<file path="config.mk">
export PLATFORM = sky130hd
export DESIGN_NAME = system_clock_control
export DESIGN_NICKNAME = d
export VERILOG_FILES = /design/src/hw/clk_ctrl_pkg.sv /design/src/hw/system_tick_gen.sv /design/src/hw/osc_fail_detector.sv /design/src/hw/system_clock_control.sv
export VERILOG_INCLUDE_DIRS = /design/src /design/src/hw
export SDC_FILE = /design/constraint.sdc
export NUM_CORES = 1
export LEC_CHECK = 0
export ABC_AREA = 1
export ABC_CLOCK_PERIOD_IN_PS = 2500
export BUFFER_PORTS_ARGS = -buffer_cell sky130_fd_sc_hd__buf_2
export CORE_MARGIN = 2
export CORE_UTILIZATION = 56
export CTS_BUF_LIST = sky130_fd_sc_hd__clkbuf_2
export CTS_CLUSTER_DIAMETER = 50
export DETAILED_ROUTE_END_ITERATION = 8
export GPL_TIMING_DRIVEN = 0
export PLACE_DENSITY = 0.79
export SLEW_MARGIN = 5
export SYNTH_ARGS = -nofsm -noshare
export SYNTH_HDL_FRONTEND = slang
export SYNTH_SLANG_ARGS = --single-unit
</file>
<file path="constraint.sdc">
create_clock -name clock -period 2.5 [get_ports clock]
set_input_delay 0.25 -clock clock [delete_from_list [all_inputs] [get_ports clock]]
set_output_delay 0.25 -clock clock [all_outputs]
set_load 0.005 [all_outputs]
</file>
<file path="src/hw/clk_ctrl_defines.svh">
// named constants for the system clock control block
`ifndef CLK_CTRL_DEFINES_SVH
`define CLK_CTRL_DEFINES_SVH

`define CD_MULT 2'b00
`define CD_RSVD 2'b01
`define CD_DIV4 2'b10
`define CD_PMM 2'b11
`define CD_RESET `CD_DIV4

`define TA_ADDR 8'hc7
`define TA_KEY1 8'haa
`define TA_KEY2 8'h55

`define CLK_HZ 20000000
`define OFD_MIN_HZ 40000
`define OFD_LIMIT_CYCLES (`CLK_HZ / `OFD_MIN_HZ)

`define LOCK_OSC_TICKS 65536
`define RING_OSC_TICKS 65536
`define DIV_SLOW 256
`define MACHINE_DIV 4
`define MULT_SHIFT_2X 1
`define MULT_SHIFT_4X 2

`endif

</file>
<file path="src/hw/clk_ctrl_pkg.sv">
// types shared by the system clock control block
package clk_ctrl_pkg;

  typedef enum logic [2:0] {
    SEQ_IDLE = 3'b000,
    SEQ_CLEARED = 3'b001,
    SEQ_FACTOR = 3'b011,
    SEQ_ENABLED = 3'b010
  } mult_seq_e;

  typedef enum logic [1:0] {
    TA_CLOSED = 2'b00,
    TA_KEY1_SEEN = 2'b01,
    TA_OPEN = 2'b11
  } timed_access_e;

endpackage

</file>
<file path="src/hw/system_tick_gen.sv">
// system clock tick generator: direct, slow divide, or multiplied oscillator
`timescale 1ns/1ps
`default_nettype none
`include "clk_ctrl_defines.svh"

module system_tick_gen #(
  parameter int PERIOD_W = 16
) (
  input wire logic clock,
  input wire logic nrst,
  input wire logic oscTick,
  input wire logic [1:0] activeSelect,
  input wire logic multiplierFactorSelect,
  output logic sysTick
);

  logic [PERIOD_W-1:0] sinceOsc_q;
  logic [PERIOD_W-1:0] gap_q;
  logic [PERIOD_W-1:0] phase_q;
  logic [1:0] subLeft_q;
  logic [7:0] slowCnt_q;
  logic subTick;

  // oscillator period in clocks, measured every edge
  always_ff @(posedge clock or negedge nrst) begin
    if (!nrst) begin
      sinceOsc_q <= '0;
      gap_q <= '0;
    end else if (oscTick) begin
      sinceOsc_q <= '0;
      if (multiplierFactorSelect)
        gap_q <= (sinceOsc_q + PERIOD_W'(1)) >> `MULT_SHIFT_4X;
      else
        gap_q <= (sinceOsc_q + PERIOD_W'(1)) >> `MULT_SHIFT_2X;
    end else if (sinceOsc_q != '1) begin
      sinceOsc_q <= sinceOsc_q + PERIOD_W'(1);
    end
  end

  // extra ticks spread evenly inside one oscillator period
  assign subTick = (subLeft_q != 2'd0) && (phase_q == '0) && !oscTick;

  always_ff @(posedge clock or negedge nrst) begin
    if (!nrst) begin
      phase_q <= '0;
      subLeft_q <= 2'd0;
    end else if (oscTick) begin
      phase_q <= (gap_q == '0) ? '0 : gap_q - PERIOD_W'(1);
      subLeft_q <= multiplierFactorSelect ? 2'd3 : 2'd1;
    end else if (subTick) begin
      phase_q <= (gap_q == '0) ? '0 : gap_q - PERIOD_W'(1);
      subLeft_q <= subLeft_q - 2'd1;
    end else if (phase_q != '0) begin
      phase_q <= phase_q - PERIOD_W'(1);
    end
  end

  always_ff @(posedge clock or negedge nrst) begin
    if (!nrst)
      slowCnt_q <= '0;
    else if (oscTick)
      slowCnt_q <= slowCnt_q + 8'd1;
  end

  always_ff @(posedge clock or negedge nrst) begin
    if (!nrst) begin
      sysTick <= 1'b0;
    end else begin
      case (activeSelect)
        `CD_MULT: sysTick <= oscTick || subTick;
        `CD_DIV4: sysTick <= oscTick;
        `CD_PMM: sysTick <= oscTick && (slowCnt_q == 8'(`DIV_SLOW - 1));
        default: sysTick <= oscTick;
      endcase
    end
  end

endmodule
`default_nettype wire

</file>
<file path="src/hw/osc_fail_detector.sv">
// oscillator loss watchdog counting clocks between oscillator edges
`timescale 1ns/1ps
`default_nettype none
`include "clk_ctrl_defines.svh"

module osc_fail_detector #(
  parameter int LIMIT_W = 12
) (
  input wire logic clock,
  input wire logic nrst,
  input wire logic oscTick,
  input wire logic enable,
  input wire logic stopMode,
  output logic oscFail
);

  localparam logic [LIMIT_W-1:0] Limit = LIMIT_W'(`OFD_LIMIT_CYCLES);
  logic [LIMIT_W-1:0] since_q;

  always_ff @(posedge clock or negedge nrst) begin
    if (!nrst)
      since_q <= '0;
    else if (oscTick || stopMode)
      since_q <= '0;
    else if (since_q != Limit)
      since_q <= since_q + LIMIT_W'(1);
  end

  // stop mode halts the oscillator on purpose, so it never counts as loss
  always_ff @(posedge clock or negedge nrst) begin
    if (!nrst)
      oscFail <= 1'b0;
    else
      oscFail <= enable && !stopMode && !oscTick && (since_q == Limit);
  end

endmodule
`default_nettype wire

</file>
<file path="src/hw/system_clock_control.sv">
// system clock source selection, multiplier entry and oscillator-fail reset
`timescale 1ns/1ps
`default_nettype none
`include "clk_ctrl_defines.svh"

module system_clock_control #(
  parameter int LOCK_TICKS = `LOCK_OSC_TICKS,
  parameter int RING_TICKS = `RING_OSC_TICKS,
  parameter int COUNT_W = 17
) (
  input wire logic clock,
  input wire logic nrst,
  input wire logic oscTick,
  input wire logic stopMode,
  input wire logic ringStart,
  input wire logic powerFailRst,
  input wire logic taWrEn,
  input wire logic [7:0] taWrAddr,
  input wire logic [7:0] taWrData,
  input wire logic selectWrEn,
  input wire logic [1:0] selectWrData,
  input wire logic factorWrEn,
  input wire logic factorWrData,
  input wire logic enableWrEn,
  input wire logic enableWrData,
  input wire logic failEnableWrEn,
  input wire logic failEnableWrData,
  input wire logic failFlagWrEn,
  input wire logic failFlagWrData,
  output logic [1:0] clockDivideSelect,
  output logic [1:0] activeSelect,
  output logic multiplierFactorSelect,
  output logic multiplierEnable,
  output logic multiplierReadyFlag,
  output logic ringOscActiveFlag,
  output logic oscFailDetectEnable,
  output logic oscFailFlag,
  output logic sysTick,
  output logic machineTick,
  output logic cpuReset
);

  localparam logic [COUNT_W-1:0] LockLast = COUNT_W'(LOCK_TICKS - 1);
  localparam logic [COUNT_W-1:0] RingLast = COUNT_W'(RING_TICKS - 1);

  clk_ctrl_pkg::mult_seq_e seq_q;
  clk_ctrl_pkg::timed_access_e ta_q;
  logic [1:0] select_q;
  logic [1:0] active_q;
  logic factor_q;
  logic enable_q;
  logic ready_q;
  logic [COUNT_W-1:0] lockCnt_q;
  logic ring_q;
  logic [COUNT_W-1:0] ringCnt_q;
  logic failEnable_q;
  logic failFlag_q;
  logic [1:0] machineCnt_q;
  logic machine_q;
  logic oscFail;
  logic anyWrite;
  logic selectValid;
  logic entryAllowed;

  // ---------------------------------------------------------------
  // selector write filtering
  // ---------------------------------------------------------------

  assign entryAllowed = (seq_q == clk_ctrl_pkg::SEQ_ENABLED) && ready_q;

  always_comb begin
    selectValid = 1'b0;
    if (selectWrData == select_q) begin
      selectValid = 1'b1;
    end else begin
      case (selectWrData)
        `CD_DIV4: selectValid = 1'b1;
        `CD_PMM: selectValid = (select_q == `CD_DIV4);
        `CD_MULT: selectValid = (select_q == `CD_DIV4) && entryAllowed;
        `CD_RSVD: selectValid = 1'b0;
        default: selectValid = 1'b0;
      endcase
    end
  end

  always_ff @(posedge clock or negedge nrst) begin
    if (!nrst)
      select_q <= `CD_RESET;
    else if (selectWrEn && selectValid)
      select_q <= selectWrData;
  end

  // the running source follows the selector only at a machine boundary,
  // so a switch never cuts a machine cycle short
  always_ff @(posedge clock or negedge nrst) begin
    if (!nrst)
      active_q <= `CD_RESET;
    else if (machine_q)
      active_q <= select_q;
  end

  // ---------------------------------------------------------------
  // multiplier controls and entry sequence
  // ---------------------------------------------------------------

  always_ff @(posedge clock or negedge nrst) begin
    if (!nrst) begin
      factor_q <= 1'b0;
      enable_q <= 1'b0;
    end else begin
      if (factorWrEn)
        factor_q <= factorWrData;
      if (enableWrEn)
        enable_q <= enableWrData;
    end
  end

  // any step out of order drops back to the start
  always_ff @(posedge clock or negedge nrst) begin
    if (!nrst) begin
      seq_q <= clk_ctrl_pkg::SEQ_IDLE;
    end else if (select_q != `CD_DIV4 || ring_q) begin
      seq_q <= clk_ctrl_pkg::SEQ_IDLE;
    end else if (enableWrEn && !enableWrData) begin
      seq_q <= clk_ctrl_pkg::SEQ_CLEARED;
    end else if (factorWrEn) begin
      seq_q <= (seq_q == clk_ctrl_pkg::SEQ_CLEARED) ?
               clk_ctrl_pkg::SEQ_FACTOR : clk_ctrl_pkg::SEQ_IDLE;
    end else if (enableWrEn && enableWrData) begin
      seq_q <= (seq_q == clk_ctrl_pkg::SEQ_FACTOR) ?
               clk_ctrl_pkg::SEQ_ENABLED : clk_ctrl_pkg::SEQ_IDLE;
    end else if (selectWrEn && selectWrData != `CD_DIV4) begin
      seq_q <= clk_ctrl_pkg::SEQ_IDLE;
    end else begin
      case (seq_q)
        clk_ctrl_pkg::SEQ_IDLE: seq_q <= clk_ctrl_pkg::SEQ_IDLE;
        clk_ctrl_pkg::SEQ_CLEARED: seq_q <= clk_ctrl_pkg::SEQ_CLEARED;
        clk_ctrl_pkg::SEQ_FACTOR: seq_q <= clk_ctrl_pkg::SEQ_FACTOR;
        clk_ctrl_pkg::SEQ_ENABLED: seq_q <= clk_ctrl_pkg::SEQ_ENABLED;
        default: seq_q <= clk_ctrl_pkg::SEQ_IDLE;
      endcase
    end
  end

  // lock interval counted in oscillator edges; restarts on every clear
  always_ff @(posedge clock or negedge nrst) begin
    if (!nrst) begin
      lockCnt_q <= '0;
      ready_q <= 1'b0;
    end else if (!enable_q) begin
      lockCnt_q <= '0;
      ready_q <= 1'b0;
    end else if (oscTick && !ready_q) begin
      if (lockCnt_q == LockLast)
        ready_q <= 1'b1;
      else
        lockCnt_q <= lockCnt_q + COUNT_W'(1);
    end
  end

  // ---------------------------------------------------------------
  // ring oscillator flag
  // ---------------------------------------------------------------

  always_ff @(posedge clock or negedge nrst) begin
    if (!nrst) begin
      ring_q <= 1'b0;
      ringCnt_q <= '0;
    end else if (ringStart) begin
      ring_q <= 1'b1;
      ringCnt_q <= '0;
    end else if (ring_q && oscTick) begin
      if (ringCnt_q == RingLast)
        ring_q <= 1'b0;
      else
        ringCnt_q <= ringCnt_q + COUNT_W'(1);
    end
  end

  // ---------------------------------------------------------------
  // timed access window
  // ---------------------------------------------------------------

  // any write that is not the next key closes the window
  assign anyWrite = taWrEn || selectWrEn || factorWrEn || enableWrEn ||
                    failEnableWrEn || failFlagWrEn;

  always_ff @(posedge clock or negedge nrst) begin
    if (!nrst) begin
      ta_q <= clk_ctrl_pkg::TA_CLOSED;
    end else if (anyWrite) begin
      if (taWrEn && taWrAddr == `TA_ADDR && taWrData == `TA_KEY1)
        ta_q <= clk_ctrl_pkg::TA_KEY1_SEEN;
      else if (taWrEn && taWrAddr == `TA_ADDR && taWrData == `TA_KEY2 &&
               ta_q == clk_ctrl_pkg::TA_KEY1_SEEN)
        ta_q <= clk_ctrl_pkg::TA_OPEN;
      else
        ta_q <= clk_ctrl_pkg::TA_CLOSED;
    end
  end

  // ---------------------------------------------------------------
  // oscillator-fail detection
  // ---------------------------------------------------------------

  always_ff @(posedge clock or negedge nrst) begin
    if (!nrst)
      failEnable_q <= 1'b0;
    else if (failEnableWrEn && ta_q == clk_ctrl_pkg::TA_OPEN)
      failEnable_q <= failEnableWrData;
  end

  osc_fail_detector #(
    .LIMIT_W(12)
  ) u_detector (
    .clock(clock),
    .nrst(nrst),
    .oscTick(oscTick),
    .enable(failEnable_q),
    .stopMode(stopMode),
    .oscFail(oscFail)
  );

  // set wins over a clear in the same cycle; cpuReset does not clear it
  always_ff @(posedge clock or negedge nrst) begin
    if (!nrst)
      failFlag_q <= 1'b0;
    else if (oscFail)
      failFlag_q <= 1'b1;
    else if (powerFailRst)
      failFlag_q <= 1'b0;
    else if (failFlagWrEn)
      failFlag_q <= failFlagWrData;
  end

  // reset stays asserted as long as the oscillator is missing
  always_ff @(posedge clock or negedge nrst) begin
    if (!nrst)
      cpuReset <= 1'b0;
    else
      cpuReset <= oscFail;
  end

  // ---------------------------------------------------------------
  // system and machine cycle ticks
  // ---------------------------------------------------------------

  system_tick_gen #(
    .PERIOD_W(16)
  ) u_ticks (
    .clock(clock),
    .nrst(nrst),
    .oscTick(oscTick),
    .activeSelect(active_q),
    .multiplierFactorSelect(factor_q),
    .sysTick(sysTick)
  );

  // machine tick lands on every fourth system tick, so timers and the cpu
  // always see the same base and the low-power mode gives osc/1024
  always_ff @(posedge clock or negedge nrst) begin
    if (!nrst) begin
      machineCnt_q <= 2'd0;
      machine_q <= 1'b0;
    end else begin
      machine_q <= sysTick && (machineCnt_q == 2'(`MACHINE_DIV - 1));
      if (sysTick)
        machineCnt_q <= machineCnt_q + 2'd1;
    end
  end

  assign machineTick = machine_q;
  assign clockDivideSelect = select_q;
  assign activeSelect = active_q;
  assign multiplierFactorSelect = factor_q;
  assign multiplierEnable = enable_q;
  assign multiplierReadyFlag = ready_q;
  assign ringOscActiveFlag = ring_q;
  assign oscFailDetectEnable = failEnable_q;
  assign oscFailFlag = failFlag_q;

endmodule
`default_nettype wire

</file>
## Word level (Yosys, flattened, before mapping)

Index checks and enable logic that the tools add are counted.

- Register bits after elaboration: 125
- Bits in latches: 0
- Memory bits (writable): 0
- Memory bits (read-only): 0
- Input bits: 34
- Output and inout bits: 13
- Logic and storage cells: 148
- Memories kept: 0

- Add/subtract/negate cells: 9
- Multipliers: 0
- Divide/modulo/power cells: 0
- Order comparisons: 0
- Equal/unequal tests: 27
- Shifts and indexed selects: 0
- Muxes and demuxes: 40
- Bitwise operators: 0
- Reductions and logical operators: 49

Operators by type and width:

| operator | count |
|---|---|
| 2-to-1 mux 17 bit | 6 |
| 2-to-1 mux 16 bit | 6 |
| adder 17 x 1 -> 17 bit (second input constant) | 2 |
| == test 17 x 16 -> 1 bit (second input constant) | 2 |
| zero test 16 bit | 2 |
| subtractor 16 x 1 -> 16 bit (second input constant) | 2 |
| == test 8 bit (second input constant) | 3 |
| 2-to-1 mux 12 bit | 2 |
| 2-to-1 mux 2 bit | 12 |
| logical AND 1 bit | 20 |
| adder 16 x 1 -> 16 bit (second input constant) | 1 |
| != test 16 bit (second input constant) | 1 |
| nonzero test 16 bit | 1 |
| 2-to-1 mux 15 bit | 1 |
| adder 12 x 1 -> 12 bit (second input constant) | 1 |
| == test 12 x 9 -> 1 bit (second input constant) | 1 |
| == test 2 bit (second input constant) | 6 |
| != test 12 x 9 -> 1 bit (second input constant) | 1 |
| nonzero test 2 bit | 6 |
| 2-to-1 mux 1 bit | 10 |
| adder 8 x 1 -> 8 bit (second input constant) | 1 |
| == test 8 x 7 -> 1 bit (second input constant) | 1 |
| logical OR 1 bit | 8 |
| != test 2 bit (second input constant) | 4 |
| 14 further kinds | 25 |

## Depth between registers and ports, before layout

- Depth in word-level cells: 7
- Depth in mapped cells: 15
- Gate-level depth less buffers: 15

## Hierarchy

A second synthesis with hierarchy kept.

- Cells, all modules: 987
- Area, all modules: 7368.3 µm²

By module, submodules not included:

| module | times used | cells each | area an instance (µm²) | sequential area each (µm²) |
|---|---|---|---|---|
| system_tick_gen | 1 | 480 | 3597.2 | 1451.4 |
| system_clock_control | 1 | 393 | 2959.1 | 1303.8 |
| osc_fail_detector | 1 | 114 | 812.0 | 325.3 |

## Least setup slack after synthesis

No wires, ideal clock.

- Path type: flip-flop to flip-flop
- Start point: register lockCnt_q[0]
- End point: register lockCnt_q[7]
- Setup time: 0.077 ns
- Arrival: 1.932 ns
- Data required time: 2.423 ns
- Path slack: 0.491 ns
- Stages on the path, launching flop included: 16
- Path buffers: 1
- Period minus slack after synthesis: 2.009 ns
- Path through: dfrtp_1 -> ha_1 -> nand3_1 -> nor2_1 -> nand3_1 -> nor4_1 -> ha_1 -> nor2_1 -> nand2_1 -> nand2_1 -> buf_4 -> inv_2 -> nor2_2 -> nand2_1 -> o21ai_0 -> a21oi_1

- Cells in the longest elaborated chain, start to end: 4
- Elaborated cells on any way between the ends: 7
- Classes of those cells: add/sub (1); eq/ne (2); mux (3); reduce/logical (1)

RTL lines:

| what | line | RTL |
|---|---|---|
| start, declared | system_clock_control.sv:53 | `logic [COUNT_W-1:0] lockCnt_q;` |
| start signal, assigned | system_clock_control.sv:157 | `lockCnt_q <= lockCnt_q + COUNT_W'(1);` |
| adder 17 x 1 -> 17 bit | system_clock_control.sv:157 |  |
| 2-to-1 mux 17 bit | system_clock_control.sv:154 | `if (lockCnt_q == LockLast)` |
| 2-to-1 mux 17 bit | system_clock_control.sv:153 | `end else if (oscTick && !ready_q) begin` |
| 2-to-1 mux 17 bit | system_clock_control.sv:150 | `end else if (!enable_q) begin` |

Several ways; a longest one is shown, not always the timed one. The select of a mux whose other input is x is not followed.
A chain may end at the register's enable or synchronous reset.

## Final worst setup path

- Start point: input taWrAddr[3]
- End point: register ta_q[0]

- Cells in the longest elaborated chain, start to end: 6
- Elaborated cells on any way between the ends: 7
- Classes of those cells: eq/ne (1); mux (2); reduce/logical (4)

RTL lines:

| what | line | RTL |
|---|---|---|
| start, declared | system_clock_control.sv:18 | `input wire logic [7:0] taWrAddr,` |
| == test 8 bit (no line) (*) | -- |  |
| logical AND 1 bit (no line) (*) | -- |  |
| logical AND 1 bit (no line) | -- |  |
| logical AND 1 bit | system_clock_control.sv:194 | `` else if (taWrEn && taWrAddr == `TA_ADDR && taWrData == `TA_KEY2 && `` |
| 2-to-1 mux 2 bit | system_clock_control.sv:194 |  |
| 2-to-1 mux 2 bit (*) | system_clock_control.sv:192 | `` if (taWrEn && taWrAddr == `TA_ADDR && taWrData == `TA_KEY1) `` |
| end signal, assigned | system_clock_control.sv:193 | `ta_q <= clk_ctrl_pkg::TA_KEY1_SEEN;` |
| end signal, assigned | system_clock_control.sv:196 | `ta_q <= clk_ctrl_pkg::TA_OPEN;` |
| end signal, assigned | system_clock_control.sv:198 | `ta_q <= clk_ctrl_pkg::TA_CLOSED;` |
| end, declared | system_clock_control.sv:47 | `clk_ctrl_pkg::timed_access_e ta_q;` |

Mark *: on every way between the ends. The rest lies on a longest branch, timed or not.

==> results.py <==
metrics = {
    "synthesis": {
        "yosys_warnings": 0,
        "async_flop_share_pct": 100,
        "syn_inst": 892,
        "synth_seq_cells": 123,
        "synth-main-ff-cell": "dfrtp_1",
        "synth_seq_area_share_pct": 44.9,
        "synth_area_um2": 6860,
        "synth_cell_type_count": 44,
        "synth_edf_count": 0,
        "syn-num-nets": 940,
        "synth_area_per_cell_um2": 7.70,
    },
    "global_route": {
        "grt.busiest_layer": "met2",
        "globalRouteMet3Util_pct": 5.19,
        "gr-usage-met2_pct": 41.7,
        "grt_pass1_vias": 5921,
        "grt_antenna_before_repair": 0,
        "grt_max_degree": 81,
        "use_met1_pct": 32.5,
        "grt-ovfl-total": 0,
        "grt_pass1_wl_mm": 26.1,
        "grtUsageTotal_pct": 24.7,
    },
    "critical_path": {
        "cp_slowest_stage_delay_ps": 620,
        "worst_path_max_delay_cell": "dlygate4sd3_1",
        "critPathRequiredTime_ps": 3120,
        "critPathMaxFanout": 2,
        "crit_chain": "dlygate4sd3_1, buf_2, nor4_1, dlygate4sd3_1, o21ai_0, dlygate4sd3_1, nand2_1, dlygate4sd3_1",
        "r2r-start": "lockCnt_q[0]",
        "arrival_ps": 3090,
        "path_class": "input pin to flop",
        "crit_top_cell": "dlygate4sd3_1",
        "crit_path_start": "taWrAddr[3]",
        "start_kind": "input pin",
        "endpoint_kind": "flop",
    },
    "placement": {
        "dpl_cell_area_um2": 7310,
        "portBuffers": 46,
        "gp_congestion": 0.856,
        "hpwl_mm": 10.5,
    },
    "floorplan": {
        "io_pins": 47,
        "core_area_um2": 12000,
        "die_h_um": 115,
        "rows": 40,
        "die_area_um2": 13200,
        "die_x_um": 115,
        "initial_core_util_pct": 57.1,
    },
    "timing": {
        "fin_setup_tns_ps": 0,
        "fin_crit_sh_pct": 98.6,
        "hold_viol_final": 0,
        "slew-limit-headroom_pct": 49.1,
        "worst_pin_slew_ps": 756,
        "grt_setup_unrepaired": "no",
        "setup_viol": 0,
        "fmax_mhz": 406,
        "fin_crit_ps": 2460,
        "finalClockSkew_ps": 42.5,
        "drv_slew": 0,
    },
    "routing": {
        "vias": 6175,
        "vias_per_cell": 5.37,
        "ant_nets": 0,
        "totalWireLength_mm": 14.9,
        "first_iter_violations": 422,
        "drt-pass1-iter-count": 7,
        "wl_per_cell_um": 13.0,
        "remaining_drc_errors": 0,
    },
    "clock_tree": {
        "cts_tree": "done",
        "insertion_delay_ps": 700,
        "clk_root_buffer_cell": "clkbuf_2",
        "numCtsBuffers": 17,
        "htreeDepth": 4,
        "clkSinkCount": 123,
        "max-clock-path-buffers": 2,
        "clk_pin_slew_ps": 170,
    },
    "min_path": {
        "min_from": "selectWrData[0]",
        "min_path_type": "input pin to flop",
    },
    "finish": {
        "diodes": 0,
        "final_layout_size_suffix_gt1_share_pct": 12.4,
        "design_area_um2": 7870,
        "nets": 1037,
        "finish.utilization_pct": 65.5,
        "area_growth_pct": 14.7,
    },
    "pwr": {
        "total_power_w": 0.00518,
        "power_density_nw_per_um2": 658,
        "ir_drop_v": 0.000425,
        "power.leakage_nw": 3.95,
    },
    "status": {
        "outcome": "finished clean",
    },
    "flow_run": {
        "max_cap_violations": 0,
    },
}
-- synth_stat cells, drive strengths merged, types with 4 or more instances --
cell	instances	area [µm²]
o21ai	51	255
o31ai	4	30.0
nand2	214	836
clkbuf	5	18.8
xor2	27	236
ha	14	175
nand3	69	350
nor3	21	110
inv	117	439
o221ai	7	61.3
nor4	9	56.3
dfrtp	121	3030
buf	8	70.1
nand4	23	150
nor2	124	510
nand3b	8	63.8
a21oi	42	210
xnor2	9	78.8
-- final cells by class --
class / instances / area, µm²
flip-flops and latches: 123 / 3080
plain buffers: 13 / 88.8
fillers: 1065 / 4140
inverters: 118 / 444
repair buffers: 78 / 572
multi-input cells: 638 / 3260
clock buffers: 23 / 115
well taps: 147 / 184
clock inverters: 9 / 123
-- final timing paths --
| check | slack, ps | endpoint | cells past startpoint |
|---|---|---|---|
| min in group asynchronous | 530 | u_ticks.sinceOsc_q[9] | 3 |
| worst max register to register | 230 | lockCnt_q[7] | 15 |
| worst min register to register | 410 | cpuReset | 0 |
| worst min-delay path | 210 | seq_q[0] | 8 |
| max in group asynchronous | 730 | oscFailDetectEnable | 4 |
| worst max-delay path | 40 | ta_q[0] | 8 |
-- timing repair --
action / in CTS / in global routing
setup endpoints to repair: 0 / 7
gates resized for setup: 0 / 3
setup buffers: 0 / 1
hold endpoints to repair: 145 / 0
hold buffers: 30 / 0
-- through the flow --
| stage | worst slack [ps] | cells | hold WS [ps] |
|---|---|---|---|
| 6_report | 35.3 | 1149 | 213 |
| 5_1_grt | 19.2 | 1149 | 237 |
| 4_1_cts | 115 | 1148 | 160 |
| 3_5_place_dp | 156 | 1086 | 199 |
| 3_3_place_gp | -420 | 1085 | 364 |
| 2_1_floorplan | 491 | 892 | -45.6 |
-- sequential cells by signal (all words and copies together) (netlist names) --
register and flops:
activeSelect 2, clockDivideSelect 2, cpuReset 1, lockCnt_q 17
machineCnt_q 2, machineTick 1, multiplierEnable 1, multiplierFactorSelect 1
multiplierReadyFlag 1, oscFailDetectEnable 1, oscFailFlag 1, ringCnt_q 17
ringOscActiveFlag 1, seq_q 2, ta_q 2, u_detector.oscFail 1
u_detector.since_q 12, u_ticks.gap_q 15, u_ticks.phase_q 16, u_ticks.sinceOsc_q 16
u_ticks.slowCnt_q 8, u_ticks.subLeft_q 2, u_ticks.sysTick 1
-- worst max-delay path: cells and delay by family --
family                 cells  cell delay (ps)
buffers and inverters      5             2390
AO/OA/AOI/OAI              1               90
AND/OR/NAND/NOR            2              370
-- placed cells by master (no fill, tap or decap), drive strengths merged, types with 3 or more instances in the layout --
master	instances
nand2	214
nor2	124
dfrtp	121
inv	118
nand3	69
buf	56
o21ai	51
a21oi	42
dlygate4sd3	30
clkbuf	28
xor2	27
nand4	23
nor3	21
ha	14
xnor2	9
nor4	9
nand3b	8
o221ai	7
clkinv	6
o31ai	4
bufinv	3
-- metal layers --
metal | vias up | wire [µm]
met4 | 0 | 179
met5 | - | 0
met3 | 17 | 558
met1 | 2915 | 7000
li1 | 3101 | -
met2 | 142 | 7190
-- report_power, final --
group	internal, W	leakage, nW	switching [W]
combinational	0.000576	2.15	0.000786
clock	0.000577	0.160	0.000739
sequential	0.00225	1.64	0.000253
-- cells by family (layout without fill, tap and decap cells) --
| logic type | count (synthesis) | in the layout | share of synthesized area [%] |
|---|---|---|---|
| xor gates and xnor gates | 36 | 36 | 4.59 |
| muxes | 2 | 2 | 0.328 |
| DFF | 123 | 123 | 44.9 |
| and+or+nand+nor | 474 | 474 | 30.9 |
| AOI/OAI and AO/OA | 112 | 112 | 8.97 |
| adders and majority gates | 14 | 14 | 2.55 |
| buffers and inverters | 131 | 241 | 7.77 |
Note: power is estimated with default switching activity, not from simulation.
